File: src/inc/acc_regs.svh
// Register indices, field positions, reset values and mode codes
`ifndef ACC_REGS_SVH
`define ACC_REGS_SVH

// ----------------------------------------------------------------
// Register indices (byte address is four times the index)
// ----------------------------------------------------------------
`define ACC_IDX_CTRL_STATUS 8'h50
`define ACC_IDX_CONV_CTRL_B 8'h7B
`define ACC_IDX_IRQ_STATUS 8'h80
`define ACC_IDX_IRQ_MASK 8'h81
`define ACC_IDX_SYS_CTRL 8'h82

// ----------------------------------------------------------------
// comparator_control_status fields
// ----------------------------------------------------------------
`define ACC_CS_DISABLE 7
`define ACC_CS_BANDGAP 6
`define ACC_CS_OUTPUT 5
`define ACC_CS_IRQ_FLAG 4
`define ACC_CS_IRQ_EN 3
`define ACC_CS_CAPTURE 2
`define ACC_CS_MODE_HIGH 1
`define ACC_CS_MODE_LOW 0

// ----------------------------------------------------------------
// converter_control_b fields
// ----------------------------------------------------------------
`define ACC_CB_MUX_EN 6
`define ACC_CB_TRIG_HIGH 2
`define ACC_CB_TRIG_LOW 0

// ----------------------------------------------------------------
// system_control fields
// ----------------------------------------------------------------
`define ACC_SYS_GIE 0
`define ACC_SYS_CONV_EN 1
`define ACC_SYS_CHSEL_LOW 2
`define ACC_SYS_CHSEL_HIGH 4
`define ACC_SYS_PRR 5

// ----------------------------------------------------------------
// Reset values and codes
// ----------------------------------------------------------------
`define ACC_RST_BYTE 8'h00
`define ACC_MODE_TOGGLE 2'h0
`define ACC_MODE_FALL 2'h2
`define ACC_MODE_RISE 2'h3
`define ACC_RESP_OKAY 2'h0
`define ACC_RESP_SLVERR 2'h2

`endif

File: src/inc/acc_pkg.sv
// Types shared by the comparator control block
package acc_pkg;

  // Register selected by a bus address
  typedef enum logic [2:0] {
    ACC_SEL_NONE,
    ACC_SEL_CS,
    ACC_SEL_CB,
    ACC_SEL_IST,
    ACC_SEL_IMK,
    ACC_SEL_SYS
  } acc_reg_sel_t;

endpackage : acc_pkg

File: src/core/acc_top.sv
// Analog comparator control with AXI4-Lite register access
`timescale 1ns/1ps
`include "acc_regs.svh"

module acc_top #(
  parameter int ADDR_W = 12,
  parameter int SYNC_STAGES = 2
) (
  input wire logic aclk,
  input wire logic aresetn,
  input wire logic [ADDR_W-1:0] awaddr,
  input wire logic awvalid,
  output logic awready,
  input wire logic [31:0] wdata,
  input wire logic [3:0] wstrb,
  input wire logic wvalid,
  output logic wready,
  output logic [1:0] bresp,
  output logic bvalid,
  input wire logic bready,
  input wire logic [ADDR_W-1:0] araddr,
  input wire logic arvalid,
  output logic arready,
  output logic [31:0] rdata,
  output logic [1:0] rresp,
  output logic rvalid,
  input wire logic rready,
  input wire logic cmp_raw,
  input wire logic irq_vector_ack,
  output logic pos_bandgap_sel,
  output logic neg_mux_sel,
  output logic [2:0] neg_channel_sel,
  output logic comparator_power_off,
  output logic capture_trigger,
  output logic comparator_irq_req,
  output logic irq
);

  // ----------------------------------------------------------------
  // Elaboration check and decode
  // ----------------------------------------------------------------
  generate
    if (ADDR_W < 10) begin : g_bad_addr
      $error("acc_top needs at least ten address bits");
    end
  endgenerate

  // Map a byte address onto a register
  function automatic acc_pkg::acc_reg_sel_t decode(
    input logic [ADDR_W-1:0] addr
  );
    logic [7:0] idx;
    idx = addr[9:2];
    if (addr[ADDR_W-1:10] != '0) begin
      decode = acc_pkg::ACC_SEL_NONE;
    end else begin
      case (idx)
        `ACC_IDX_CTRL_STATUS: decode = acc_pkg::ACC_SEL_CS;
        `ACC_IDX_CONV_CTRL_B: decode = acc_pkg::ACC_SEL_CB;
        `ACC_IDX_IRQ_STATUS: decode = acc_pkg::ACC_SEL_IST;
        `ACC_IDX_IRQ_MASK: decode = acc_pkg::ACC_SEL_IMK;
        `ACC_IDX_SYS_CTRL: decode = acc_pkg::ACC_SEL_SYS;
        default: decode = acc_pkg::ACC_SEL_NONE;
      endcase
    end
  endfunction : decode

  // ----------------------------------------------------------------
  // Declarations
  // ----------------------------------------------------------------
  logic aw_held_ff, nxt_aw_held, w_held_ff, nxt_w_held;
  logic [ADDR_W-1:0] awaddr_ff, nxt_awaddr;
  logic [7:0] wbyte_ff, nxt_wbyte;
  logic wlane_ff, nxt_wlane;
  logic awready_ff, nxt_awready, wready_ff, nxt_wready;
  logic bvalid_ff, nxt_bvalid, arready_ff, nxt_arready;
  logic rvalid_ff, nxt_rvalid;
  logic [1:0] bresp_ff, nxt_bresp, rresp_ff, nxt_rresp;
  logic [31:0] rdata_ff, nxt_rdata;
  logic wr_fire;
  acc_pkg::acc_reg_sel_t wr_sel, rd_sel;
  logic [7:0] cs_word, cb_word, sys_word;

  logic disable_ff, nxt_disable, bandgap_ff, nxt_bandgap;
  logic flag_ff, nxt_flag, irq_en_ff, nxt_irq_en;
  logic capture_ff, nxt_capture;
  logic [1:0] mode_ff, nxt_mode;
  logic mux_en_ff, nxt_mux_en;
  logic [2:0] trig_ff, nxt_trig;
  logic gie_ff, nxt_gie, conv_en_ff, nxt_conv_en, prr_ff, nxt_prr;
  logic [2:0] chsel_ff, nxt_chsel;
  logic ist_ff, nxt_ist, imk_ff, nxt_imk;
  logic prev_ff, cmp_sync, rise, fall, event_hit;
  logic pos_bg_ff, neg_mux_ff, pwr_off_ff, cap_ff, req_ff, irq_ff;
  logic [2:0] neg_ch_ff;

  // ----------------------------------------------------------------
  // Synchroniser
  // ----------------------------------------------------------------
  acc_sync #(
    .STAGES(SYNC_STAGES)
  ) u_sync (
    .aclk(aclk),
    .aresetn(aresetn),
    .din(cmp_raw),
    .dout(cmp_sync)
  );

  // ----------------------------------------------------------------
  // AXI4-Lite slave
  // ----------------------------------------------------------------
  assign wr_fire = aw_held_ff & w_held_ff & ~bvalid_ff;
  assign wr_sel = decode(awaddr_ff);
  assign rd_sel = decode(araddr);

  // Readable words
  assign cs_word = {disable_ff, bandgap_ff, cmp_sync, flag_ff,
                    irq_en_ff, capture_ff, mode_ff};
  assign cb_word = {1'b0, mux_en_ff, 3'h0, trig_ff};
  assign sys_word = {2'h0, prr_ff, chsel_ff, conv_en_ff, gie_ff};

  // Channel handshakes and answers
  always_comb begin
    nxt_aw_held = aw_held_ff;
    nxt_w_held = w_held_ff;
    nxt_awaddr = awaddr_ff;
    nxt_wbyte = wbyte_ff;
    nxt_wlane = wlane_ff;
    nxt_bvalid = bvalid_ff;
    nxt_bresp = bresp_ff;
    nxt_rvalid = rvalid_ff;
    nxt_rresp = rresp_ff;
    nxt_rdata = rdata_ff;
    if (awvalid && awready_ff) begin
      nxt_aw_held = 1'b1;
      nxt_awaddr = awaddr;
    end
    if (wvalid && wready_ff) begin
      nxt_w_held = 1'b1;
      nxt_wbyte = wdata[7:0];
      nxt_wlane = wstrb[0];
    end
    if (bvalid_ff && bready) begin
      nxt_bvalid = 1'b0;
    end
    if (wr_fire) begin
      nxt_aw_held = 1'b0;
      nxt_w_held = 1'b0;
      nxt_bvalid = 1'b1;
      nxt_bresp = (wr_sel == acc_pkg::ACC_SEL_NONE) ?
                  `ACC_RESP_SLVERR : `ACC_RESP_OKAY;
    end
    if (rvalid_ff && rready) begin
      nxt_rvalid = 1'b0;
    end
    if (arvalid && arready_ff) begin
      nxt_rvalid = 1'b1;
      nxt_rresp = `ACC_RESP_OKAY;
      case (rd_sel)
        acc_pkg::ACC_SEL_CS: nxt_rdata = {24'h0, cs_word};
        acc_pkg::ACC_SEL_CB: nxt_rdata = {24'h0, cb_word};
        acc_pkg::ACC_SEL_IST: nxt_rdata = {31'h0, ist_ff};
        acc_pkg::ACC_SEL_IMK: nxt_rdata = {31'h0, imk_ff};
        acc_pkg::ACC_SEL_SYS: nxt_rdata = {24'h0, sys_word};
        default: begin
          nxt_rdata = 32'h0;
          nxt_rresp = `ACC_RESP_SLVERR;
        end
      endcase
    end
    nxt_awready = ~nxt_aw_held & ~nxt_bvalid;
    nxt_wready = ~nxt_w_held & ~nxt_bvalid;
    nxt_arready = ~nxt_rvalid;
  end

  // Register the bus state
  always_ff @(posedge aclk) begin
    if (!aresetn) begin
      aw_held_ff <= 1'b0;
      w_held_ff <= 1'b0;
      awaddr_ff <= '0;
      wbyte_ff <= 8'h00;
      wlane_ff <= 1'b0;
      awready_ff <= 1'b1;
      wready_ff <= 1'b1;
      arready_ff <= 1'b1;
      bvalid_ff <= 1'b0;
      bresp_ff <= 2'h0;
      rvalid_ff <= 1'b0;
      rresp_ff <= 2'h0;
      rdata_ff <= 32'h0;
    end else begin
      aw_held_ff <= nxt_aw_held;
      w_held_ff <= nxt_w_held;
      awaddr_ff <= nxt_awaddr;
      wbyte_ff <= nxt_wbyte;
      wlane_ff <= nxt_wlane;
      awready_ff <= nxt_awready;
      wready_ff <= nxt_wready;
      arready_ff <= nxt_arready;
      bvalid_ff <= nxt_bvalid;
      bresp_ff <= nxt_bresp;
      rvalid_ff <= nxt_rvalid;
      rresp_ff <= nxt_rresp;
      rdata_ff <= nxt_rdata;
    end
  end

  // ----------------------------------------------------------------
  // Control registers, event detection and routing
  // ----------------------------------------------------------------
  assign rise = cmp_sync & ~prev_ff;
  assign fall = ~cmp_sync & prev_ff;

  // Next values of control state and event_hit
  always_comb begin
    nxt_disable = disable_ff;
    nxt_bandgap = bandgap_ff;
    nxt_irq_en = irq_en_ff;
    nxt_capture = capture_ff;
    nxt_mode = mode_ff;
    nxt_mux_en = mux_en_ff;
    nxt_trig = trig_ff;
    nxt_gie = gie_ff;
    nxt_conv_en = conv_en_ff;
    nxt_prr = prr_ff;
    nxt_chsel = chsel_ff;
    nxt_imk = imk_ff;
    nxt_flag = flag_ff;
    nxt_ist = ist_ff;
    // Event chosen by the mode field
    case (mode_ff)
      `ACC_MODE_TOGGLE: event_hit = rise | fall;
      `ACC_MODE_FALL: event_hit = fall;
      `ACC_MODE_RISE: event_hit = rise;
      default: event_hit = 1'b0;
    endcase
    if (irq_vector_ack) begin
      nxt_flag = 1'b0;
    end
    if (wr_fire && wlane_ff) begin
      case (wr_sel)
        acc_pkg::ACC_SEL_CS: begin
          nxt_disable = wbyte_ff[`ACC_CS_DISABLE];
          nxt_bandgap = wbyte_ff[`ACC_CS_BANDGAP];
          nxt_irq_en = wbyte_ff[`ACC_CS_IRQ_EN];
          nxt_capture = wbyte_ff[`ACC_CS_CAPTURE];
          nxt_mode = wbyte_ff[`ACC_CS_MODE_HIGH:`ACC_CS_MODE_LOW];
          if (wbyte_ff[`ACC_CS_IRQ_FLAG]) begin
            nxt_flag = 1'b0;
          end
        end
        acc_pkg::ACC_SEL_CB: begin
          nxt_mux_en = wbyte_ff[`ACC_CB_MUX_EN];
          nxt_trig = wbyte_ff[`ACC_CB_TRIG_HIGH:`ACC_CB_TRIG_LOW];
        end
        acc_pkg::ACC_SEL_IST: begin
          if (wbyte_ff[0]) begin
            nxt_ist = 1'b0;
          end
        end
        acc_pkg::ACC_SEL_IMK: nxt_imk = wbyte_ff[0];
        acc_pkg::ACC_SEL_SYS: begin
          nxt_gie = wbyte_ff[`ACC_SYS_GIE];
          nxt_conv_en = wbyte_ff[`ACC_SYS_CONV_EN];
          nxt_prr = wbyte_ff[`ACC_SYS_PRR];
          nxt_chsel = wbyte_ff[`ACC_SYS_CHSEL_HIGH:`ACC_SYS_CHSEL_LOW];
        end
        default: nxt_imk = imk_ff;
      endcase
    end
    // Hardware set wins over any clear
    if (event_hit) begin
      nxt_flag = 1'b1;
      nxt_ist = 1'b1;
    end
  end

  // Register control state and drive outputs from flops
  always_ff @(posedge aclk) begin
    if (!aresetn) begin
      disable_ff <= 1'b0;
      bandgap_ff <= 1'b0;
      irq_en_ff <= 1'b0;
      capture_ff <= 1'b0;
      mode_ff <= 2'h0;
      mux_en_ff <= 1'b0;
      trig_ff <= 3'h0;
      gie_ff <= 1'b0;
      conv_en_ff <= 1'b0;
      prr_ff <= 1'b0;
      chsel_ff <= 3'h0;
      imk_ff <= 1'b0;
      flag_ff <= 1'b0;
      ist_ff <= 1'b0;
      prev_ff <= 1'b0;
      pos_bg_ff <= 1'b0;
      neg_mux_ff <= 1'b0;
      neg_ch_ff <= 3'h0;
      pwr_off_ff <= 1'b0;
      cap_ff <= 1'b0;
      req_ff <= 1'b0;
      irq_ff <= 1'b0;
    end else begin
      disable_ff <= nxt_disable;
      bandgap_ff <= nxt_bandgap;
      irq_en_ff <= nxt_irq_en;
      capture_ff <= nxt_capture;
      mode_ff <= nxt_mode;
      mux_en_ff <= nxt_mux_en;
      trig_ff <= nxt_trig;
      gie_ff <= nxt_gie;
      conv_en_ff <= nxt_conv_en;
      prr_ff <= nxt_prr;
      chsel_ff <= nxt_chsel;
      imk_ff <= nxt_imk;
      flag_ff <= nxt_flag;
      ist_ff <= nxt_ist;
      prev_ff <= cmp_sync;
      pos_bg_ff <= bandgap_ff;
      neg_mux_ff <= mux_en_ff & ~conv_en_ff & ~prr_ff;
      neg_ch_ff <= chsel_ff;
      pwr_off_ff <= disable_ff;
      cap_ff <= capture_ff & cmp_sync;
      req_ff <= irq_en_ff & gie_ff & flag_ff;
      irq_ff <= ist_ff & imk_ff;
    end
  end

  // ----------------------------------------------------------------
  // Output ports
  // ----------------------------------------------------------------
  assign awready = awready_ff;
  assign wready = wready_ff;
  assign bvalid = bvalid_ff;
  assign bresp = bresp_ff;
  assign arready = arready_ff;
  assign rvalid = rvalid_ff;
  assign rresp = rresp_ff;
  assign rdata = rdata_ff;
  assign pos_bandgap_sel = pos_bg_ff;
  assign neg_mux_sel = neg_mux_ff;
  assign neg_channel_sel = neg_ch_ff;
  assign comparator_power_off = pwr_off_ff;
  assign capture_trigger = cap_ff;
  assign comparator_irq_req = req_ff;
  assign irq = irq_ff;

endmodule : acc_top

File: src/core/acc_sync.sv
// Multi-stage synchroniser for the raw comparator result
`timescale 1ns/1ps

module acc_sync #(
  parameter int STAGES = 2
) (
  input wire logic aclk,
  input wire logic aresetn,
  input wire logic din,
  output logic dout
);

  logic [STAGES-1:0] stage_ff;
  logic [STAGES-1:0] nxt_stage;

  // ----------------------------------------------------------------
  // Elaboration check
  // ----------------------------------------------------------------
  generate
    if (STAGES < 2) begin : g_bad_stages
      $error("acc_sync needs at least two stages");
    end
  endgenerate

  // Shift chain, first stage feeds only the second
  always_comb begin
    nxt_stage = {stage_ff[STAGES-2:0], din};
  end

  // Register the chain
  always_ff @(posedge aclk) begin
    if (!aresetn) begin
      stage_ff <= '0;
    end else begin
      stage_ff <= nxt_stage;
    end
  end

  assign dout = stage_ff[STAGES-1];

endmodule : acc_sync

File: config.mk
export PLATFORM = sky130hd
export DESIGN_NAME = acc_top
export DESIGN_NICKNAME = d
export VERILOG_FILES = /design/src/inc/acc_pkg.sv /design/src/core/acc_top.sv /design/src/core/acc_sync.sv
export VERILOG_INCLUDE_DIRS = /design/src /design/src/inc
export SDC_FILE = /design/constraint.sdc
export NUM_CORES = 1
export LEC_CHECK = 0
export ABC_AREA = 1
export BUFFER_PORTS_ARGS = -buffer_cell sky130_fd_sc_hd__buf_2
export CORE_ASPECT_RATIO = 1.1
export CORE_MARGIN = 1.5
export CORE_UTILIZATION = 45
export CTS_BUF_LIST = sky130_fd_sc_hd__clkbuf_4
export DETAILED_ROUTE_END_ITERATION = 16
export GPL_ROUTABILITY_DRIVEN = 0
export HOLD_SLACK_MARGIN = 0.03
export MAX_ROUTING_LAYER = met4
export PLACE_DENSITY = 0.75
export SLEW_MARGIN = 20
export SYNTH_ARGS = -nofsm -noshare
export SYNTH_HDL_FRONTEND = slang
export SYNTH_HIERARCHICAL = 1
export SYNTH_SLANG_ARGS = --single-unit
File: constraint.sdc
create_clock -name aclk -period 2.1 [get_ports aclk]
set_input_delay 0.42 -clock aclk [delete_from_list [all_inputs] [get_ports aclk]]
set_output_delay 0.42 -clock aclk [all_outputs]
set_load 0.005 [all_outputs]
==> results.yml, run 1 <==
clock_tree:
  cts_tree: "built"
  cts_htree_levels: 3
  path_clk_slew_ns: 0.11
  ctsHoldBuffers: 0
  cts_buffers: 9
  clock_sinks: 67
  postCtsSetupRepairBufs: 0
  clock_latency_ns: 0.42
  cts-root-buf: "clkbuf_4"
  clockBufferDepth: 2
  cts_resized: 0
power_and_ir_drop:
  peakVddDrop_mv: 0.328
  p_per_area_nw_per_um2: 742
  design_power_total_mw: 2.57
  p_leak_nw: 1.62
finish:
  seq_area_sq_um: 1340
  fin_cells: 556
  multiInputGateArea_sq_um: 1360
  n_antenna_cell: 0
  final_core_util_pct: 53.2
  fillers: 641
  drive_above_1_share_pct: 22.8
  nets: 540
  areaGrowthSynthToFinish_pct: 14.9
  stdcell_area_sq_um: 3470
worst_setup_path:
  worstPathArrival_ns: 1.99
  critical-path-max-stage-delay_ns: 0.34
  crit_family: "simple AND/OR/NAND/NOR gates"
  r2r_start: "awaddr_ff[6]"
  cp_max_fo: 8
  cp-startpoint: "awaddr_ff[6]"
  critPathBufInv: 2
  cp_cell_sequence: "inv_1 -> nand3_1 -> o21ai_2 -> nand3_4 -> nor3_4 -> inv_2 -> o21ai_1 -> a21oi_1"
  cp_slowest_cell: "dfxtp_1"
  reg2reg_setup_slack_ns: 0.42
  endpoint_kind: "flip-flop"
  worstReg2RegEnd: "capture_ff"
  worstPathRequired_ns: 2.41
  reg2reg_depth: 8
  cp-start-kind: "flip-flop"
  crit_type: "flip-flop to flip-flop"
detailed_routing:
  drt_iter0_drc: 137
  first_pass_iters: 4
  wire_per_inst_microns: 10.7
  viasPerCell: 4.67
  drt_wl_total_microns: 5960
  drc: 0
  ant_nets: 0
  num_vias: 2596
global_routing:
  grt_max_degree: 41
  antenna_found_initial: 0
  grt_pass1_vias: 2260
  grtUsageTotal_pct: 18.6
  grt_pass1_wl_microns: 9850
  overflow: 0
die:
  fp-row-count: 31
  dieArea_sq_um: 7200
  die_h_microns: 88.9
  io_pins: 119
  die_x_microns: 81.1
  initial_utilization_pct: 46.3
  core_sq_um: 6520
sta:
  clock_skew_ns: 0.0168
  finalCritPeriodShare_pct: 80.2
  min_period_ns: 1.68
  hold_violations: 0
  whs_ns: 0.175
  maxSlewHeadroom_pct: 54.9
  fmax_mhz: 594
  rsz0062_at_grt: "no"
  worstMarginPinSlew_ns: 0.676
  setup_viol_count_final: 0
  finalSetupTns_ns: 0
  maxSlewViolCount: 0
  final.setup.worst_slack_ns: 0.415
placed_design:
  placed_cells: 540
  dp_hpwl_microns: 4500
  placedInstanceArea_sq_um: 3310
  dp_slack_ns: 0.320
  port_buffers: 61
synthesis:
  synth.area.top_cells: "dfxtp_1, nand2_1, nor2_1, buf_4, inv_1"
  yosys_warnings: 6
  yosys-top-cells-count: "nand2_1, dfxtp_1, nor2_1"
  yosysSeqAreaShare_pct: 44.5
  synth_edf_count: 0
  netlist_area_sq_um: 3020
  synth_top_area_cell: "dfxtp_1"
  ys_types: 32
  syn-mean-instance-area_sq_um: 7.46
  synth_flop_cell: "dfxtp_1"
  synthCells: 404
  synth.most_common_cell: "nand2_1"
  async_reset_ff_share_pct: 0
  synth_top_area_share_pct: 44.5
  synth-seq-cells: 67
run_status:
  outcome: "completed"
hold_path:
  min_to: "u_sync/stage_ff[0]"
  whs_path_depth: 3
  holdCritStartpoint: "cmp_raw"
  hold_class: "primary input to flip-flop"
run:
  drv_cap: 0
==> worst max path at each step <==
stage,slack (ns),end,depth (start not counted)
global placement,0.36,rdata[2],12
detailed placement,0.32,rdata[2],12
global route,0.28,irq_en_ff,8
floorplan,0.64,rdata[1],11
finish,0.42,capture_ff,8
CTS,0.42,capture_ff,8
==> worst min-delay path, cell delays in order <==
cell and delay [ns]:
buf_2 0.07, nand2_1 0.04, inv_1 0.04
==> final cells by class <==
type                            instances  area share, %
Tap cell                               82           2.96
Clock buffer                            9           1.95
Clock inverter                          7           2.67
Inverter                               49           5.31
Multi-Input combinational cell        279           39.2
Timing Repair Buffer                   63           9.24
Sequential cell                        67           38.7
==> state kept, by name, summed over array words and instances, names as in the netlist, 2 cells and up <==
name / flops
trig_ff: 3
rdata: 8
awaddr_ff: 10
neg_channel_sel: 3
wbyte_ff: 8
chsel_ff: 3
u_sync/stage_ff: 2
mode_ff: 2
==> power breakdown <==
part           switching [mW]  internal [mW]  total [mW]
registers              0.0404           1.33        1.37
logic                   0.169         0.0901       0.259
clock network           0.464          0.480       0.944
==> metal layers <==
| metal | wire length, microns | track usage [%] | up-vias |
|---|---|---|---|
| met1 | 2700 | 21.5 | 1133 |
| li1 | - | - | 1369 |
| met3 | 334 | 3.61 | 12 |
| met2 | 2770 | 29.6 | 82 |
| met4 | 159 | 11.6 | 0 |
| met5 | 0 | - | - |
==> placed cells by master, fill, tap and decap left out, types with 3 or more instances in the layout <==
cell      count
nand4_1       7
o21ai_1      10
clkbuf_4      9
clkinv_2      3
conb_1       26
inv_2         3
clkinv_1      3
buf_2        61
a21oi_1      32
nor2_1       62
nand2_2       5
o21ai_0      26
o22ai_1       3
nand3_1       8
inv_1        43
dfxtp_1      67
nand4_2       3
nand2_1      73
nor3_2        3
nand3_2       4
==> kinds of logic (layout without fill, tap and decap cells) <==
kind of cell / Yosys count / after routing / synth area share, %
fa+ha+maj: 2 / 2 / 0.830
buf+inv: 83 / 128 / 13.6
other cells: 1 / 26 / 0.124
flops: 67 / 67 / 44.5
simple gates: 176 / 176 / 27.6
compound gates: 75 / 75 / 13.3
Power figures use the tool's default switching activity.
==> run 2: changes to the inputs <==
--- a/config.mk
+++ b/config.mk
@@ -6,7 +6,7 @@
 export SDC_FILE = /design/constraint.sdc
 export NUM_CORES = 1
 export LEC_CHECK = 0
-export ABC_AREA = 1
+export ABC_AREA = 0
 export BUFFER_PORTS_ARGS = -buffer_cell sky130_fd_sc_hd__buf_2
 export CORE_ASPECT_RATIO = 1.1
 export CORE_MARGIN = 1.5
@@ -16,7 +16,7 @@
 export GPL_ROUTABILITY_DRIVEN = 0
 export HOLD_SLACK_MARGIN = 0.03
 export MAX_ROUTING_LAYER = met4
-export PLACE_DENSITY = 0.75
+export PLACE_DENSITY = 0.78
 export SLEW_MARGIN = 20
 export SYNTH_ARGS = -nofsm -noshare
 export SYNTH_HDL_FRONTEND = slang
==> constraint.sdc (replaced) <==
create_clock -name aclk -period 1.4 [get_ports aclk]
set_input_delay 0.28 -clock aclk [delete_from_list [all_inputs] [get_ports aclk]]
set_output_delay 0.28 -clock aclk [all_outputs]
set_load 0.005 [all_outputs]
==> run 2 against run 1 <==
  * The flow now finishes with violations (setup timing)
  * Fmax shrank 8.1%
  * Synthesized cell count shrank 17%
  * Via count shrank 2.4%
  * Largest power group unchanged
==> results.yml, run 2 <==
run_status:
  outcome: "complete, but fails checks"
  violations: "setup timing"
finish:
  nets: 503
  largest_reg_flops: 10
  layout_commonest_cell: "dfxtp_1"
  areaGrowthSynthToFinish_pct: 29.5
  drive_above_1_share_pct: 34.3
  largest_register: "awaddr_ff"
  mostFrequentLayoutCells: "dfxtp_1, buf_2, nand2_1"
  n_antenna_cell: 0
synthesis:
  synth.area.top_cells: "dfxtp_1, nand2_1, buf_4, mux2i_1, a21boi_0"
  synth_flop_cell: "dfxtp_1"
  yosysSeqAreaShare_pct: 44.3
  synth_top_area_share_pct: 44.3
  yosys-top-cells-count: "dfxtp_1, nand2_1, buf_4"
  syn-mean-instance-area_sq_um: 9.07
  synth-seq-cells: 67
  netlist_area_sq_um: 3030
  synthCells: 334
  synth_top_area_cell: "dfxtp_1"
  yosys_warnings: 6
  synth_edf_count: 0
  async_reset_ff_share_pct: 0
  ys_types: 52
  synth.most_common_cell: "dfxtp_1"
die:
  initial_utilization_pct: 46.2
  dieArea_sq_um: 7240
  io_pins: 119
  die_h_microns: 89.1
  die_x_microns: 81.2
  core_sq_um: 6560
  fp-row-count: 31
sta:
  hold_violations: 0
  rsz0062_at_grt: "yes"
  maxSlewViolCount: 0
  final.setup.worst_slack_ns: -0.433
  fmax_mhz: 546
  clock_skew_ns: 0.0147
  setup_viol_count_final: 27
  maxSlewHeadroom_pct: 65.9
  finalCritPeriodShare_pct: 131
  min_period_ns: 1.83
  worstMarginPinSlew_ns: 0.507
worst_setup_path:
  crit_type: "flip-flop to flip-flop"
  critical-path-max-stage-delay_ns: 0.56
  cp_cell_sequence: "or4_4 -> nor3_4 -> nand2_2 -> nor3_4 -> buf_12 -> mux2i_1 -> nor2b_1"
  endpoint_kind: "flip-flop"
  cp_slowest_cell: "or4_4"
  worstPathArrival_ns: 2.14
  cp_max_fo: 7
  cp-start-kind: "flip-flop"
  crit_family: "simple AND/OR/NAND/NOR gates"
  worstPathRequired_ns: 1.70
  crit_top_cell: "nor3_4"
  critPathBufInv: 1
power_and_ir_drop:
  design_power_total_mw: 3.73
  p_leak_nw: 1.63
  p_per_area_nw_per_um2: 951
  peakVddDrop_mv: 0.638
detailed_routing:
  ant_nets: 0
  viasPerCell: 4.88
  drt_wl_total_microns: 6350
  num_vias: 2533
  wire_per_inst_microns: 12.2
  drt_iter0_drc: 89
  drc: 0
  first_pass_iters: 4
hold_path:
  hold_class: "primary input to flip-flop"
clock_tree:
  path_clk_slew_ns: 0.12
  cts_buffers: 9
  clock_sinks: 67
  cts-root-buf: "clkbuf_4"
  cts_tree: "built"
  clockBufferDepth: 2
  cts_htree_levels: 3
  ctsHoldBuffers: 0
  clock_latency_ns: 0.41
placed_design:
  port_buffers: 61
  dp_hpwl_microns: 4700
  dp_slack_ns: -0.644
global_routing:
  grt_pass1_wl_microns: 10400
  grtUsageTotal_pct: 19.5
  overflow: 0
  grt_max_degree: 20
  grt_pass1_vias: 2344
  antenna_found_initial: 0
run:
  drv_cap: 0
run 2: changes by cell type in the layout (fill, tap and decap cells not counted), moves of 6 or more:
cell	delta
nor2b_1	+17
and2_1	+13
o21ai_1	-9
buf_6	+10
inv_1	-38
nand3_1	-7
nand2_1	-15
nor2_1	-51
a21boi_0	+20
mux2i_1	+18
nand4_1	-6
buf_4	+28
a21oi_1	-28
o21ai_0	-23
run 2: kinds of logic after synthesis:
kind of cell    count (synthesis)  share of synthesized area (%)
compound gates                 59                           13.9
simple gates                  141                           25.4
other cells                     1                          0.124
fa+ha+maj                       2                          0.826
xor+xnor                        2                          0.578
flops                          67                           44.3
buf+inv                        43                           8.59
mux                            19                           6.32
run 2: where the power goes:
group	switching, mW	internal, mW	leakage (nW)
Combinational	0.246	0.242	1.01
Clock	0.669	0.550	0.0752
Sequential	0.0454	1.98	0.548
run 2: path summary, 6_finish.rpt:
check | from | to | slack (ns) | cells past startpoint
worst max-delay path | awaddr_ff[2] | mode_ff[1] | -0.43 | 7
worst max register to register | awaddr_ff[2] | mode_ff[1] | -0.43 | 7
worst min-delay path | cmp_raw | u_sync/stage_ff[0] | 0.06 | 2
worst min register to register | conv_en_ff | neg_mux_sel | 0.46 | 1
run 2: what timing repair did:
action	4_1_cts	5_1_grt
pin swaps	14	8
endpoints found under the setup margin	29	29
resized for setup	22	19
setup buffers	5	2
run 2: layout make-up:
class                      instances  area [sq um]
clock inverter                     6          56.3
tap                               82           103
timing repair buffer             100           653
sequential                        67          1350
multi-input combinational        249          1670
clock buffer                      10          75.1
fill                             593          2630
inverter                           5          18.8
run 2: metrics by stage:
step,util (%),cell area [sq um],setup TNS [ns],hold WS [ns],instances
final,59.9,3930,-7.84,0.0626,519
after global routing,59.9,3930,-9.99,0.0556,519
after CTS,58.5,3840,-7.83,0.0384,518
after global placement,54.8,3590,-11.97,0.425,498
after floorplan,-,3160,-9.19,0.402,359
after detailed placement,54.8,3590,-13.03,0.431,498
run 2: layer usage:
metal,GRT usage [%],share of wire [%],vias to the layer above
met5,-,0,-
met4,9.56,2.4,0
met3,4.29,5.1,13
met2,32.7,49,75
met1,21.9,44,1152
li1,-,-,1293
